==> src/rtl/imr_pkg.sv <==
// constants and types of the message-in status reporter
package imr_pkg;
	// code and step pair given to the host
	typedef struct packed {
		logic [7:0] code;
		logic [7:0] step;
	} imr_rep_s;
	// raw scsi bus lines, active low as on the cable
	typedef struct packed {
		logic rst_n;
		logic bsy_n;
		logic sel_n;
		logic req_n;
		logic msg_n;
		logic cd_n;
		logic io_n;
		logic dbp_n;
		logic [7:0] db_n;
	} imr_pins_s;
	localparam logic [7:0] CODE_RESET = 8'h01;
	localparam logic [7:0] CODE_PARITY = 8'h24;
	localparam logic [7:0] CODE_TIMEOUT = 8'h2c;
	localparam logic [7:0] CODE_FREE_MID = 8'h31;
	localparam logic [7:0] CODE_PHASE_CHG = 8'h32;
	localparam logic [7:0] CODE_BAD_PHASE = 8'h54;
	localparam logic [7:0] CODE_STATUS_IN = 8'h56;
	localparam logic [7:0] CODE_DONE = 8'h60;
	localparam logic [7:0] CODE_DOUBLE = 8'h64;
	localparam logic [7:0] CODE_REJECT = 8'h65;
	localparam logic [7:0] CODE_REG_PARITY = 8'h66;
	localparam logic [7:0] CODE_FREE = 8'h70;
	localparam logic [7:0] STEP_0 = 8'h00;
	localparam logic [7:0] STEP_1 = 8'h01;
	localparam logic [7:0] STEP_2 = 8'h02;
	// host command codes
	localparam logic [7:0] CMD_RECV_MSG = 8'h1a;
	localparam logic [7:0] CMD_SELECT = 8'h20;
	localparam logic [7:0] CMD_SET_ATN = 8'h60;
	localparam logic [7:0] CMD_RESET_ATN = 8'h61;
	localparam logic [7:0] CMD_SET_ACK = 8'h62;
	localparam logic [7:0] CMD_RESET_ACK = 8'h63;
	localparam logic [7:0] CMD_TARGET_MASK = 8'hc0;
	localparam logic [7:0] CMD_TARGET_BASE = 8'h80;
	typedef enum logic [2:0] {CLS_UNDEF, CLS_XFER, CLS_SEL, CLS_DISC, CLS_TARGET} imr_cls_e;
	// {msg, c/d, i/o} as true levels
	localparam logic [2:0] PH_MSG_IN = 3'h7;
	localparam logic [2:0] PH_STATUS = 3'h3;
	localparam int CLK_PERIOD_NS = 4;
	localparam int REQACK_TIMEOUT_NS = 1000;
	localparam int TIMEOUT_CYC = (REQACK_TIMEOUT_NS + CLK_PERIOD_NS - 1) / CLK_PERIOD_NS;
	localparam int FIFO_DEPTH = 32;
	localparam int DATA_W = 8;
endpackage

==> src/rtl/imr_top.sv <==
// message-in receive engine, status reporter and receive fifo
// Operation
// RULE1: bus reset reports 01, step by progress
// RULE2: input parity error reports 24/01; the auto-received status byte is not parity checked
// RULE3: req/ack timeout reports 2c/01
// RULE4: bus free mid-transfer reports 31/01
// RULE5: phase change mid-transfer reports 32/01
// RULE6: those three end command immediately
// RULE7: first req not message in: 54/01
// RULE8: auto receive of one status: 56/01
// RULE9: normal completion reports 60/02
// RULE10: zero byte count reports 65/01
// RULE11: bus free before 70/00, after 70/02
// RULE12: free with held ack reports 31/00
// RULE13: double command: result first, then 64/00; 64/00 is queued only when the result goes straight into cur_reg
// RULE14: pending ready cause first, then 64/00
// RULE15: target command as initiator: 65/00
// RULE16: undefined command reports 65/00
// RULE17: nexus mismatch with command reports 65/00
// RULE18: register parity error reports 66/00
// RULE19: every report raises interrupt until read; with the queue full a newer report overwrites the one in nxt_reg
`timescale 1ns/1ns
module imr_fifo #(
	parameter int W = 8,
	parameter int DEPTH = 32
) (
	input wire logic clk,
	input wire logic rst,
	input wire logic [W-1:0] in_data,
	input wire logic in_valid,
	output logic in_ready,
	output logic [W-1:0] out_data,
	output logic out_valid,
	input wire logic out_ready
);
	localparam int AW = $clog2(DEPTH);
	logic [W-1:0] mem [DEPTH];
	logic [AW:0] wr_reg;
	logic [AW:0] rd_reg;
	assign in_ready = (wr_reg[AW-1:0] != rd_reg[AW-1:0]) || (wr_reg[AW] == rd_reg[AW]);
	assign out_valid = wr_reg != rd_reg;
	assign out_data = mem[rd_reg[AW-1:0]];
	always_ff @(posedge clk) begin
		if (in_valid && in_ready) begin
			mem[wr_reg[AW-1:0]] <= in_data;
		end
	end
	always_ff @(posedge clk) begin
		if (rst) begin
			wr_reg <= '0;
			rd_reg <= '0;
		end else begin
			if (in_valid && in_ready) begin
				wr_reg <= wr_reg + 1'b1;
			end
			if (out_valid && out_ready) begin
				rd_reg <= rd_reg + 1'b1;
			end
		end
	end
endmodule

module imr_top #(
	parameter int TIMEOUT = imr_pkg::TIMEOUT_CYC,
	parameter int DEPTH = imr_pkg::FIFO_DEPTH
) (
	// clock and reset
	input wire logic CLK,
	input wire logic RST,
	// host command
	input wire logic CMD_STB,
	input wire logic [7:0] CMD_CODE,
	input wire logic CMD_REG_PERR,
	input wire logic [7:0] MSG_COUNT,
	input wire logic AUTO_RECV,
	input wire logic MANUAL_ACK,
	input wire logic INITIATOR,
	input wire logic NEXUS,
	output logic SEL_GO,
	// report to host
	output logic INT_REQ,
	output imr_pkg::imr_rep_s REPORT,
	input wire logic INT_ACK,
	// scsi bus
	input wire imr_pkg::imr_pins_s SCSI_IN,
	output logic SCSI_ACK_OE,
	// received bytes
	output logic [imr_pkg::DATA_W-1:0] RX_DATA,
	output logic RX_VALID,
	input wire logic RX_READY
);
	import imr_pkg::*;

	typedef enum logic [2:0] {
		ST_IDLE = 3'h0, ST_FIRST = 3'h1, ST_XFER = 3'h3, ST_ACKW = 3'h2,
		ST_HOLD = 3'h6, ST_STAT = 3'h4
	} imr_st_e;

	function automatic imr_cls_e cmd_class(input logic [7:0] c);
		if ((c & CMD_TARGET_MASK) == CMD_TARGET_BASE) begin
			return CLS_TARGET;
		end
		case (c)
			CMD_RECV_MSG: return CLS_XFER;
			CMD_SELECT: return CLS_SEL;
			CMD_SET_ATN, CMD_RESET_ATN, CMD_SET_ACK, CMD_RESET_ACK: return CLS_DISC;
			default: return CLS_UNDEF;
		endcase
	endfunction

	function automatic imr_rep_s rep(input logic [7:0] c, input logic [7:0] s);
		return '{code: c, step: s};
	endfunction

	// two-flop synchroniser for every bus line
	imr_pins_s s1_reg, s2_reg;
	always_ff @(posedge CLK) begin
		s1_reg <= SCSI_IN;
		s2_reg <= s1_reg;
	end
	logic b_rst, b_free, b_req, par_ok;
	logic [2:0] b_phase;
	logic [7:0] b_data;
	assign b_rst = !s2_reg.rst_n;
	assign b_free = s2_reg.bsy_n && s2_reg.sel_n;
	assign b_req = !s2_reg.req_n;
	assign b_phase = {!s2_reg.msg_n, !s2_reg.cd_n, !s2_reg.io_n};
	assign b_data = ~s2_reg.db_n;
	// odd parity over data and parity bit
	assign par_ok = ^{b_data, !s2_reg.dbp_n};

	imr_st_e state_reg, state_next;
	logic [7:0] count_reg;
	logic [$clog2(TIMEOUT+1)-1:0] tmo_reg;
	logic ack_reg, ack_next, dbl_reg, sel_reg;
	logic post_v, post_ready;
	imr_rep_s post_rep;
	logic push_v, fifo_in_ready;
	imr_rep_s cur_reg, nxt_reg;
	logic int_reg, nxt_v_reg, cur_ready_reg;
	logic busy, last, tmo_hit, cmd_take;
	imr_cls_e cls;

	assign busy = state_reg != ST_IDLE && state_reg != ST_HOLD;
	assign last = count_reg == 8'h01;
	assign tmo_hit = tmo_reg == ($clog2(TIMEOUT+1))'(TIMEOUT);
	assign cls = cmd_class(CMD_CODE);
	assign cmd_take = CMD_STB && !busy && !(int_reg && cur_ready_reg);

	always_comb begin
		state_next = state_reg;
		ack_next = ack_reg;
		post_v = 1'b0;
		post_ready = 1'b0;
		post_rep = rep(CODE_DONE, STEP_2);
		push_v = 1'b0;
		case (state_reg)
			ST_IDLE, ST_HOLD: begin
				if (b_rst && state_reg == ST_HOLD) begin
					post_v = 1'b1;
					post_ready = 1'b1;
					post_rep = rep(CODE_RESET, STEP_0);
					state_next = ST_IDLE;
					ack_next = 1'b0;
				end else if (b_free && state_reg == ST_HOLD) begin
					post_v = 1'b1; // [RULE12]
					post_ready = 1'b1;
					post_rep = rep(CODE_FREE_MID, STEP_0); // [RULE12]
					state_next = ST_IDLE;
					ack_next = 1'b0;
				end else if (CMD_STB && int_reg && cur_ready_reg) begin
					post_v = 1'b1;
					post_rep = rep(CODE_DOUBLE, STEP_0); // [RULE14]
				end else if (cmd_take) begin
					post_v = 1'b1;
					post_rep = rep(CODE_REJECT, STEP_0);
					if (CMD_REG_PERR) begin
						post_rep = rep(CODE_REG_PARITY, STEP_0); // [RULE18]
					end else if (cls == CLS_TARGET || cls == CLS_UNDEF) begin
						post_rep = rep(CODE_REJECT, STEP_0); // [RULE15] [RULE16]
					end else if ((cls == CLS_XFER && !NEXUS) || (cls == CLS_SEL && NEXUS)) begin
						post_rep = rep(CODE_REJECT, STEP_0); // [RULE17]
					end else if (cls == CLS_SEL) begin
						post_v = 1'b0;
					end else if (cls == CLS_DISC) begin
						post_rep = rep(CODE_DONE, STEP_1);
						if (CMD_CODE == CMD_RESET_ACK) begin
							ack_next = 1'b0;
							state_next = ST_IDLE;
						end
					end else if (MSG_COUNT == 8'h00) begin
						post_rep = rep(CODE_REJECT, STEP_1); // [RULE10]
					end else begin
						post_v = 1'b0;
						ack_next = 1'b0;
						state_next = ST_FIRST;
					end
				end else if (b_rst && state_reg == ST_IDLE && !(int_reg && cur_ready_reg)) begin
					post_v = 1'b1;
					post_ready = 1'b1;
					post_rep = rep(CODE_RESET, STEP_0);
				end
			end
			ST_FIRST, ST_XFER, ST_ACKW, ST_STAT: begin
				post_v = 1'b1;
				state_next = ST_IDLE;
				ack_next = 1'b0;
				if (b_rst) begin
					post_rep = rep(CODE_RESET, state_reg == ST_FIRST ? STEP_0 :
						(state_reg == ST_ACKW && last) ? STEP_2 : STEP_1); // [RULE1]
				end else if (b_free) begin
					if (state_reg == ST_FIRST) begin
						post_rep = rep(CODE_FREE, STEP_0); // [RULE11]
					end else if (state_reg == ST_ACKW && last) begin
						post_rep = rep(CODE_FREE, STEP_2); // [RULE11]
					end else begin
						post_rep = rep(CODE_FREE_MID, STEP_1); // [RULE4] [RULE6]
					end
				end else if (tmo_hit) begin
					post_rep = rep(CODE_TIMEOUT, STEP_1); // [RULE3] [RULE6]
				end else if (state_reg == ST_ACKW || state_reg == ST_STAT) begin
					post_v = 1'b0;
					state_next = state_reg;
					ack_next = 1'b1;
					if (!b_req) begin
						ack_next = 1'b0;
						state_next = ST_XFER;
						if (state_reg == ST_STAT) begin
							post_v = 1'b1;
							post_rep = rep(CODE_STATUS_IN, STEP_1); // [RULE8]
							state_next = ST_IDLE;
						end else if (last) begin
							post_v = 1'b1;
							post_rep = rep(CODE_DONE, STEP_2); // [RULE9]
							ack_next = MANUAL_ACK;
							state_next = MANUAL_ACK ? ST_HOLD : ST_IDLE;
						end
					end
				end else if (!b_req) begin
					post_v = 1'b0;
					state_next = state_reg;
				end else if (b_phase != PH_MSG_IN) begin
					if (state_reg == ST_XFER) begin
						post_rep = rep(CODE_PHASE_CHG, STEP_1); // [RULE5] [RULE6]
					end else if (AUTO_RECV && b_phase == PH_STATUS) begin
						post_v = 1'b0;
						ack_next = fifo_in_ready;
						push_v = fifo_in_ready;
						state_next = fifo_in_ready ? ST_STAT : ST_FIRST;
					end else begin
						post_rep = rep(CODE_BAD_PHASE, STEP_1); // [RULE7]
					end
				end else if (!par_ok) begin
					post_rep = rep(CODE_PARITY, STEP_1); // [RULE2]
				end else begin
					// a full fifo holds off ack, pushing back on the target
					post_v = 1'b0;
					ack_next = fifo_in_ready;
					push_v = fifo_in_ready;
					state_next = fifo_in_ready ? ST_ACKW : state_reg;
				end
			end
			default: begin
				state_next = ST_IDLE;
				ack_next = 1'b0;
			end
		endcase
	end

	always_ff @(posedge CLK) begin
		if (RST) begin
			state_reg <= ST_IDLE;
			ack_reg <= 1'b0;
		end else begin
			state_reg <= state_next;
			ack_reg <= ack_next;
		end
	end

	always_ff @(posedge CLK) begin
		if (RST) begin
			count_reg <= 8'h00;
		end else if (cmd_take && state_next == ST_FIRST) begin
			count_reg <= MSG_COUNT;
		end else if (state_reg == ST_ACKW && !b_req && !last) begin
			count_reg <= count_reg - 8'h01;
		end
	end

	// timer restarts on every step and while the fifo stalls
	always_ff @(posedge CLK) begin
		if (RST || !busy || state_next != state_reg || (b_req && !fifo_in_ready)) begin
			tmo_reg <= '0;
		end else if (!tmo_hit) begin
			tmo_reg <= tmo_reg + 1'b1;
		end
	end

	always_ff @(posedge CLK) begin
		if (RST) begin
			dbl_reg <= 1'b0;
		end else if (CMD_STB && busy) begin
			dbl_reg <= 1'b1; // [RULE13]
		end else if (post_v && busy) begin
			dbl_reg <= 1'b0;
		end
	end

	always_ff @(posedge CLK) begin
		if (RST) begin
			sel_reg <= 1'b0;
		end else begin
			sel_reg <= cmd_take && !CMD_REG_PERR && cls == CLS_SEL && !NEXUS;
		end
	end

	// two-deep report queue; a new report beats the host's read
	logic q_free, post64;
	assign q_free = !int_reg || INT_ACK;
	assign post64 = post_v && busy && dbl_reg;
	always_ff @(posedge CLK) begin
		if (RST) begin
			cur_reg <= rep(CODE_DONE, STEP_0);
			nxt_reg <= rep(CODE_DONE, STEP_0);
			int_reg <= 1'b0;
			nxt_v_reg <= 1'b0;
			cur_ready_reg <= 1'b0;
		end else if (post_v) begin
			if (q_free && !nxt_v_reg) begin
				cur_reg <= post_rep; // [RULE19]
				cur_ready_reg <= post_ready;
				int_reg <= 1'b1; // [RULE19]
				nxt_reg <= rep(CODE_DOUBLE, STEP_0); // [RULE13]
				nxt_v_reg <= post64;
			end else if (q_free) begin
				cur_reg <= nxt_reg;
				cur_ready_reg <= 1'b0;
				nxt_reg <= post_rep;
			end else begin
				// full queue: the newest report overwrites whichever report waits in nxt_reg
				nxt_reg <= post_rep;
				nxt_v_reg <= 1'b1;
			end
		end else if (int_reg && INT_ACK) begin
			if (nxt_v_reg) begin
				cur_reg <= nxt_reg;
				cur_ready_reg <= 1'b0;
				nxt_v_reg <= 1'b0;
			end else begin
				int_reg <= 1'b0;
			end
		end
	end

	// output stage keeps rx outputs on flops
	logic [DATA_W-1:0] f_data, rx_data_reg;
	logic f_valid, f_ready, rx_valid_reg;
	assign f_ready = !rx_valid_reg || RX_READY;
	imr_fifo #(.W(DATA_W), .DEPTH(DEPTH)) u_fifo (
		.clk(CLK),
		.rst(RST),
		.in_data(b_data),
		.in_valid(push_v),
		.in_ready(fifo_in_ready),
		.out_data(f_data),
		.out_valid(f_valid),
		.out_ready(f_ready)
	);
	always_ff @(posedge CLK) begin
		if (RST) begin
			rx_valid_reg <= 1'b0;
			rx_data_reg <= '0;
		end else if (f_ready) begin
			rx_valid_reg <= f_valid;
			rx_data_reg <= f_data;
		end
	end

	assign SCSI_ACK_OE = ack_reg;
	assign INT_REQ = int_reg;
	assign REPORT = cur_reg;
	assign SEL_GO = sel_reg;
	assign RX_DATA = rx_data_reg;
	assign RX_VALID = rx_valid_reg;

	logic q_empty;
	assign q_empty = !int_reg && !nxt_v_reg;
endmodule

==> config.mk <==
export PLATFORM = sky130hd
export DESIGN_NAME = imr_top
export DESIGN_NICKNAME = d
export VERILOG_FILES = /design/src/rtl/imr_pkg.sv /design/src/rtl/imr_top.sv
export SDC_FILE = /design/constraint.sdc
export NUM_CORES = 1
export LEC_CHECK = 0
export ABC_AREA = 1
export BUFFER_PORTS_ARGS = -buffer_cell sky130_fd_sc_hd__buf_4
export CORE_ASPECT_RATIO = 1.75
export CORE_MARGIN = 1
export CORE_UTILIZATION = 45
export CTS_CLUSTER_DIAMETER = 150
export DETAILED_ROUTE_END_ITERATION = 6
export GPL_ROUTABILITY_DRIVEN = 0
export PLACE_DENSITY_LB_ADDON = 0.12
export SLEW_MARGIN = 20
export SYNTH_ARGS = -nofsm -noshare
export SYNTH_HDL_FRONTEND = slang
export SYNTH_SLANG_ARGS = --single-unit
==> constraint.sdc <==
create_clock -name CLK -period 3.12 [get_ports CLK]
set_input_delay 0.156 -clock CLK [delete_from_list [all_inputs] [get_ports CLK]]
set_output_delay 0.156 -clock CLK [all_outputs]
set_load 0.05 [all_outputs]
==> load_flow_metrics.sql <==
INSERT INTO impl_metrics (metric_group, metric, value, unit) VALUES
('routing', 'top_signal_layer_used', 'met4', ''),
('timing', 'setup_viol', '0', ''),
('clock_tree', 'clock-sinks', '352', ''),
('routing', 'postRouteAntennaNets', '0', ''),
('power_and_ir_drop', 'power.combinational.fraction', '22.1', '%'),
('routing', 'dr_total_vias', '10598', ''),
('clock_tree', 'number_of_buffers_created_by_cts', '31', ''),
('critical_path', 'ff2ff_setup_slack', '0.35', 'ns'),
('synth', 'postSynth.topFlopCell', 'edfxtp_1', ''),
('synth', 'syn_area', '14900', 'sq um'),
('place', 'place.port_buffers', '61', ''),
('synth', 'synth_cells', '1429', ''),
('clock_tree', 'clk_root_buffer_cell', 'clkbuf_16', ''),
('grt', 'antenna_found_initial', '0', ''),
('layout', 'syn_to_final_growth', '16.2', '%'),
('layout', 'layout.cells.most_common', 'edfxtp_1', ''),
('routing', 'drt-initial-drc-count', '537', ''),
('routing', 'drt_drc_violations_left', '0', ''),
('critical_path', 'worstSetupEndpoint', 'count_reg[3]', ''),
('power_and_ir_drop', 'p_sw_share', '31.4', '%'),
('critical_path', 'setup.worst_path.end_class', 'register', ''),
('power_and_ir_drop', 'clock_power_share', '32.9', '%'),
('die', 'core-area', '32400', 'sq um'),
('timing', 'timing.max_slew.rel_slack', '31.4', '%'),
('place', 'placed_cells', '1876', ''),
('clock_tree', 'post_cts.repair.setup_buffers', '0', ''),
('synth', 'synth-async-reset-ratio', '0', '%'),
('critical_path', 'worst_setup_path_start_kind', 'register', ''),
('synth', 'syn_area_per_cell', '10.4', 'sq um'),
('layout', 'num-nets-final', '1592', ''),
('power_and_ir_drop', 'power.static_leakage', '6.40', 'nW'),
('critical_path', 'worstPathMaxFanout', '8', ''),
('timing', 'final.setup_skew', '0.0111', 'ns'),
('power_and_ir_drop', 'net-switching-power', '3.64', 'mW'),
('critical_path', 'worst-r2r-cell-count', '15', ''),
('synth', 'synth_seq_area_share', '64.5', '%'),
('layout', 'finalCoreUtilization', '53.4', '%'),
('critical_path', 'critPathArrivalTime', '3.29', 'ns'),
('grt', 'first_global_vias', '10587', ''),
('die', 'floorplan.rows', '87', ''),
('place', 'post-place-ws', '0.360', 'ns'),
('timing', 'timing.fmax', '361', 'MHz'),
('critical_path', 'worstReg2RegStart', 'state_reg[2]', ''),
('clock_tree', 'clock_path_buffers', '3', ''),
('die', 'die_boundary_height', '243', 'microns'),
('die', 'starting_density', '46.0', '%'),
('synth', 'count_of_state_elements_after_synthesis', '352', ''),
('run_status', 'run_status', 'finished, final reports clean', ''),
('clock_tree', 'path_clk_slew', '0.07', 'ns'),
('critical_path', 'cp-startpoint', 'state_reg[2]', ''),
('critical_path', 'timing_worst_setup_path_type', 'register to register', ''),
('layout', 'diode_count', '0', ''),
('layout', 'layout.filler_cells', '2877', ''),
('synth', 'synth_cell_type_count', '48', ''),
('power_and_ir_drop', 'pwr-share-seq', '44.9', '%'),
('routing', 'route.met2.wl', '20000', 'microns'),
('critical_path', 'r2r-end', 'count_reg[3]', ''),
('synth', 'synth-edff-count', '256', ''),
('timing', 'hold_violations', '0', ''),
('layout', 'flip_flop_count_of_the_largest_register_all_copies_and_words_added', '256', ''),
('clock_tree', 'cts.htree.levels', '1', ''),
('die', 'die_area', '33900', 'sq um'),
('clock_tree', 'tritoncts', 'done', ''),
('routing', 'met3_wire_length', '1190', 'microns'),
('place', 'place.detailed.hpwl', '24100', 'microns'),
('timing', 'final_period_minus_worst_setup_slack', '2.77', 'ns'),
('grt', 'grt_max_degree', '131', ''),
('grt', 'overall_global_routing_resource_usage', '21.6', '%'),
('timing', 'transition_at_the_pin_with_the_smallest_max_transition_slack', '1.03', 'ns'),
('routing', 'wire_per_inst', '18.4', 'microns'),
('synth', 'ys.warnings.count', '0', '');
## layer usage
| metal | up-vias | GRT usage, % |
|---|---|---|
| met3 | 57 | 1.95 |
| met4 | 0 | 7.37 |
| met5 | - | 0 |
| met1 | 5124 | 24.0 |
| met2 | 191 | 42.2 |
| li1 | 5226 | - |
## worst max-delay path: stages, from the launching register on
cell           delay, ns
dfxtp_1             0.60
clkinv_1            0.29
nand3_2             0.16
nand2_4             0.09
nand3_4             0.09
nor2_4              0.04
inv_2               0.06
nor2_1              0.05
nand2_1             0.06
nand2_1             0.05
nand3_2             0.17
nand2_1             0.07
inv_1               0.19
nand2_1             0.09
a31oi_1             0.14
dlygate4sd3_1       0.56
## cell usage after synthesis (21+ instances only)
cell        n  area [sq um]
a21oi_1    43           215
nand2_1   218           818
edfxtp_1  256          7690
dfxtp_1    96          1920
inv_1      77           289
nand3_1    66           330
clkbuf_1   56           210
o221ai_1   26           228
nand4_1    21           131
o22ai_1    39           244
o21ai_0   170           851
nor2_1    222           833
## cell type report
class | count | area (sq um) | share of cell area, %
Clock buffer | 32 | 779 | 4.50
Inverter | 90 | 344 | 1.99
Clock inverter | 26 | 240 | 1.39
Sequential cell | 352 | 9610 | 55.5
Multi-Input combinational cell | 921 | 4660 | 26.9
Tap cell | 400 | 500 | 2.89
Timing Repair Buffer | 145 | 1180 | 6.82
## logic make-up (layout without fill, tap and decap cells)
kind of cell,count (synthesis),after routing,synth area share [%]
buffers and inverters,162,293,4.41
and+or+nand+nor,574,574,17.4
AOI/OAI and AO/OA,315,315,12.0
xor gates and xnor gates,16,16,0.940
other,1,7,0.0252
adders and majority gates,9,9,0.755
DFF,352,352,64.5
## per-stage QoR
step           area [sq um]  hold slack (ns)  power [mW]
2_1_floorplan         14900            0.184        7.01
3_3_place_gp          16000            0.261        7.84
3_5_place_dp          16000            0.261        7.86
4_1_cts               17300           0.0430        11.7
5_1_grt               17300           0.0841        12.1
6_report              17300           0.0602        11.6
## power by group through the flow
stage / sequential, mW / combinational, mW / clock, mW
global route: 5.21 / 2.84 / 4.09
detailed placement: 5.31 / 2.56 / 0
floorplan: 5.47 / 1.54 / 0
CTS: 5.20 / 2.59 / 3.93
global placement: 5.30 / 2.53 / 0
finish: 5.21 / 2.57 / 3.82
## timing repair
action | in CTS | in global routing
hold buffers | 32 | 0
gates resized for setup | 0 | 0
hold endpoints to repair | 41 | 0
## worst min path at each step
| stage | endpoint | slack [ns] |
|---|---|---|
| floorplan | s1_reg[0] | 0.18 |
| CTS | nxt_reg[9] | 0.04 |
| global placement | s1_reg[10] | 0.26 |
| detailed placement | s1_reg[12] | 0.26 |
| global route | nxt_reg[9] | 0.08 |
| finish | nxt_reg[9] | 0.06 |
No activity file was read; power rests on OpenSTA's default activity.
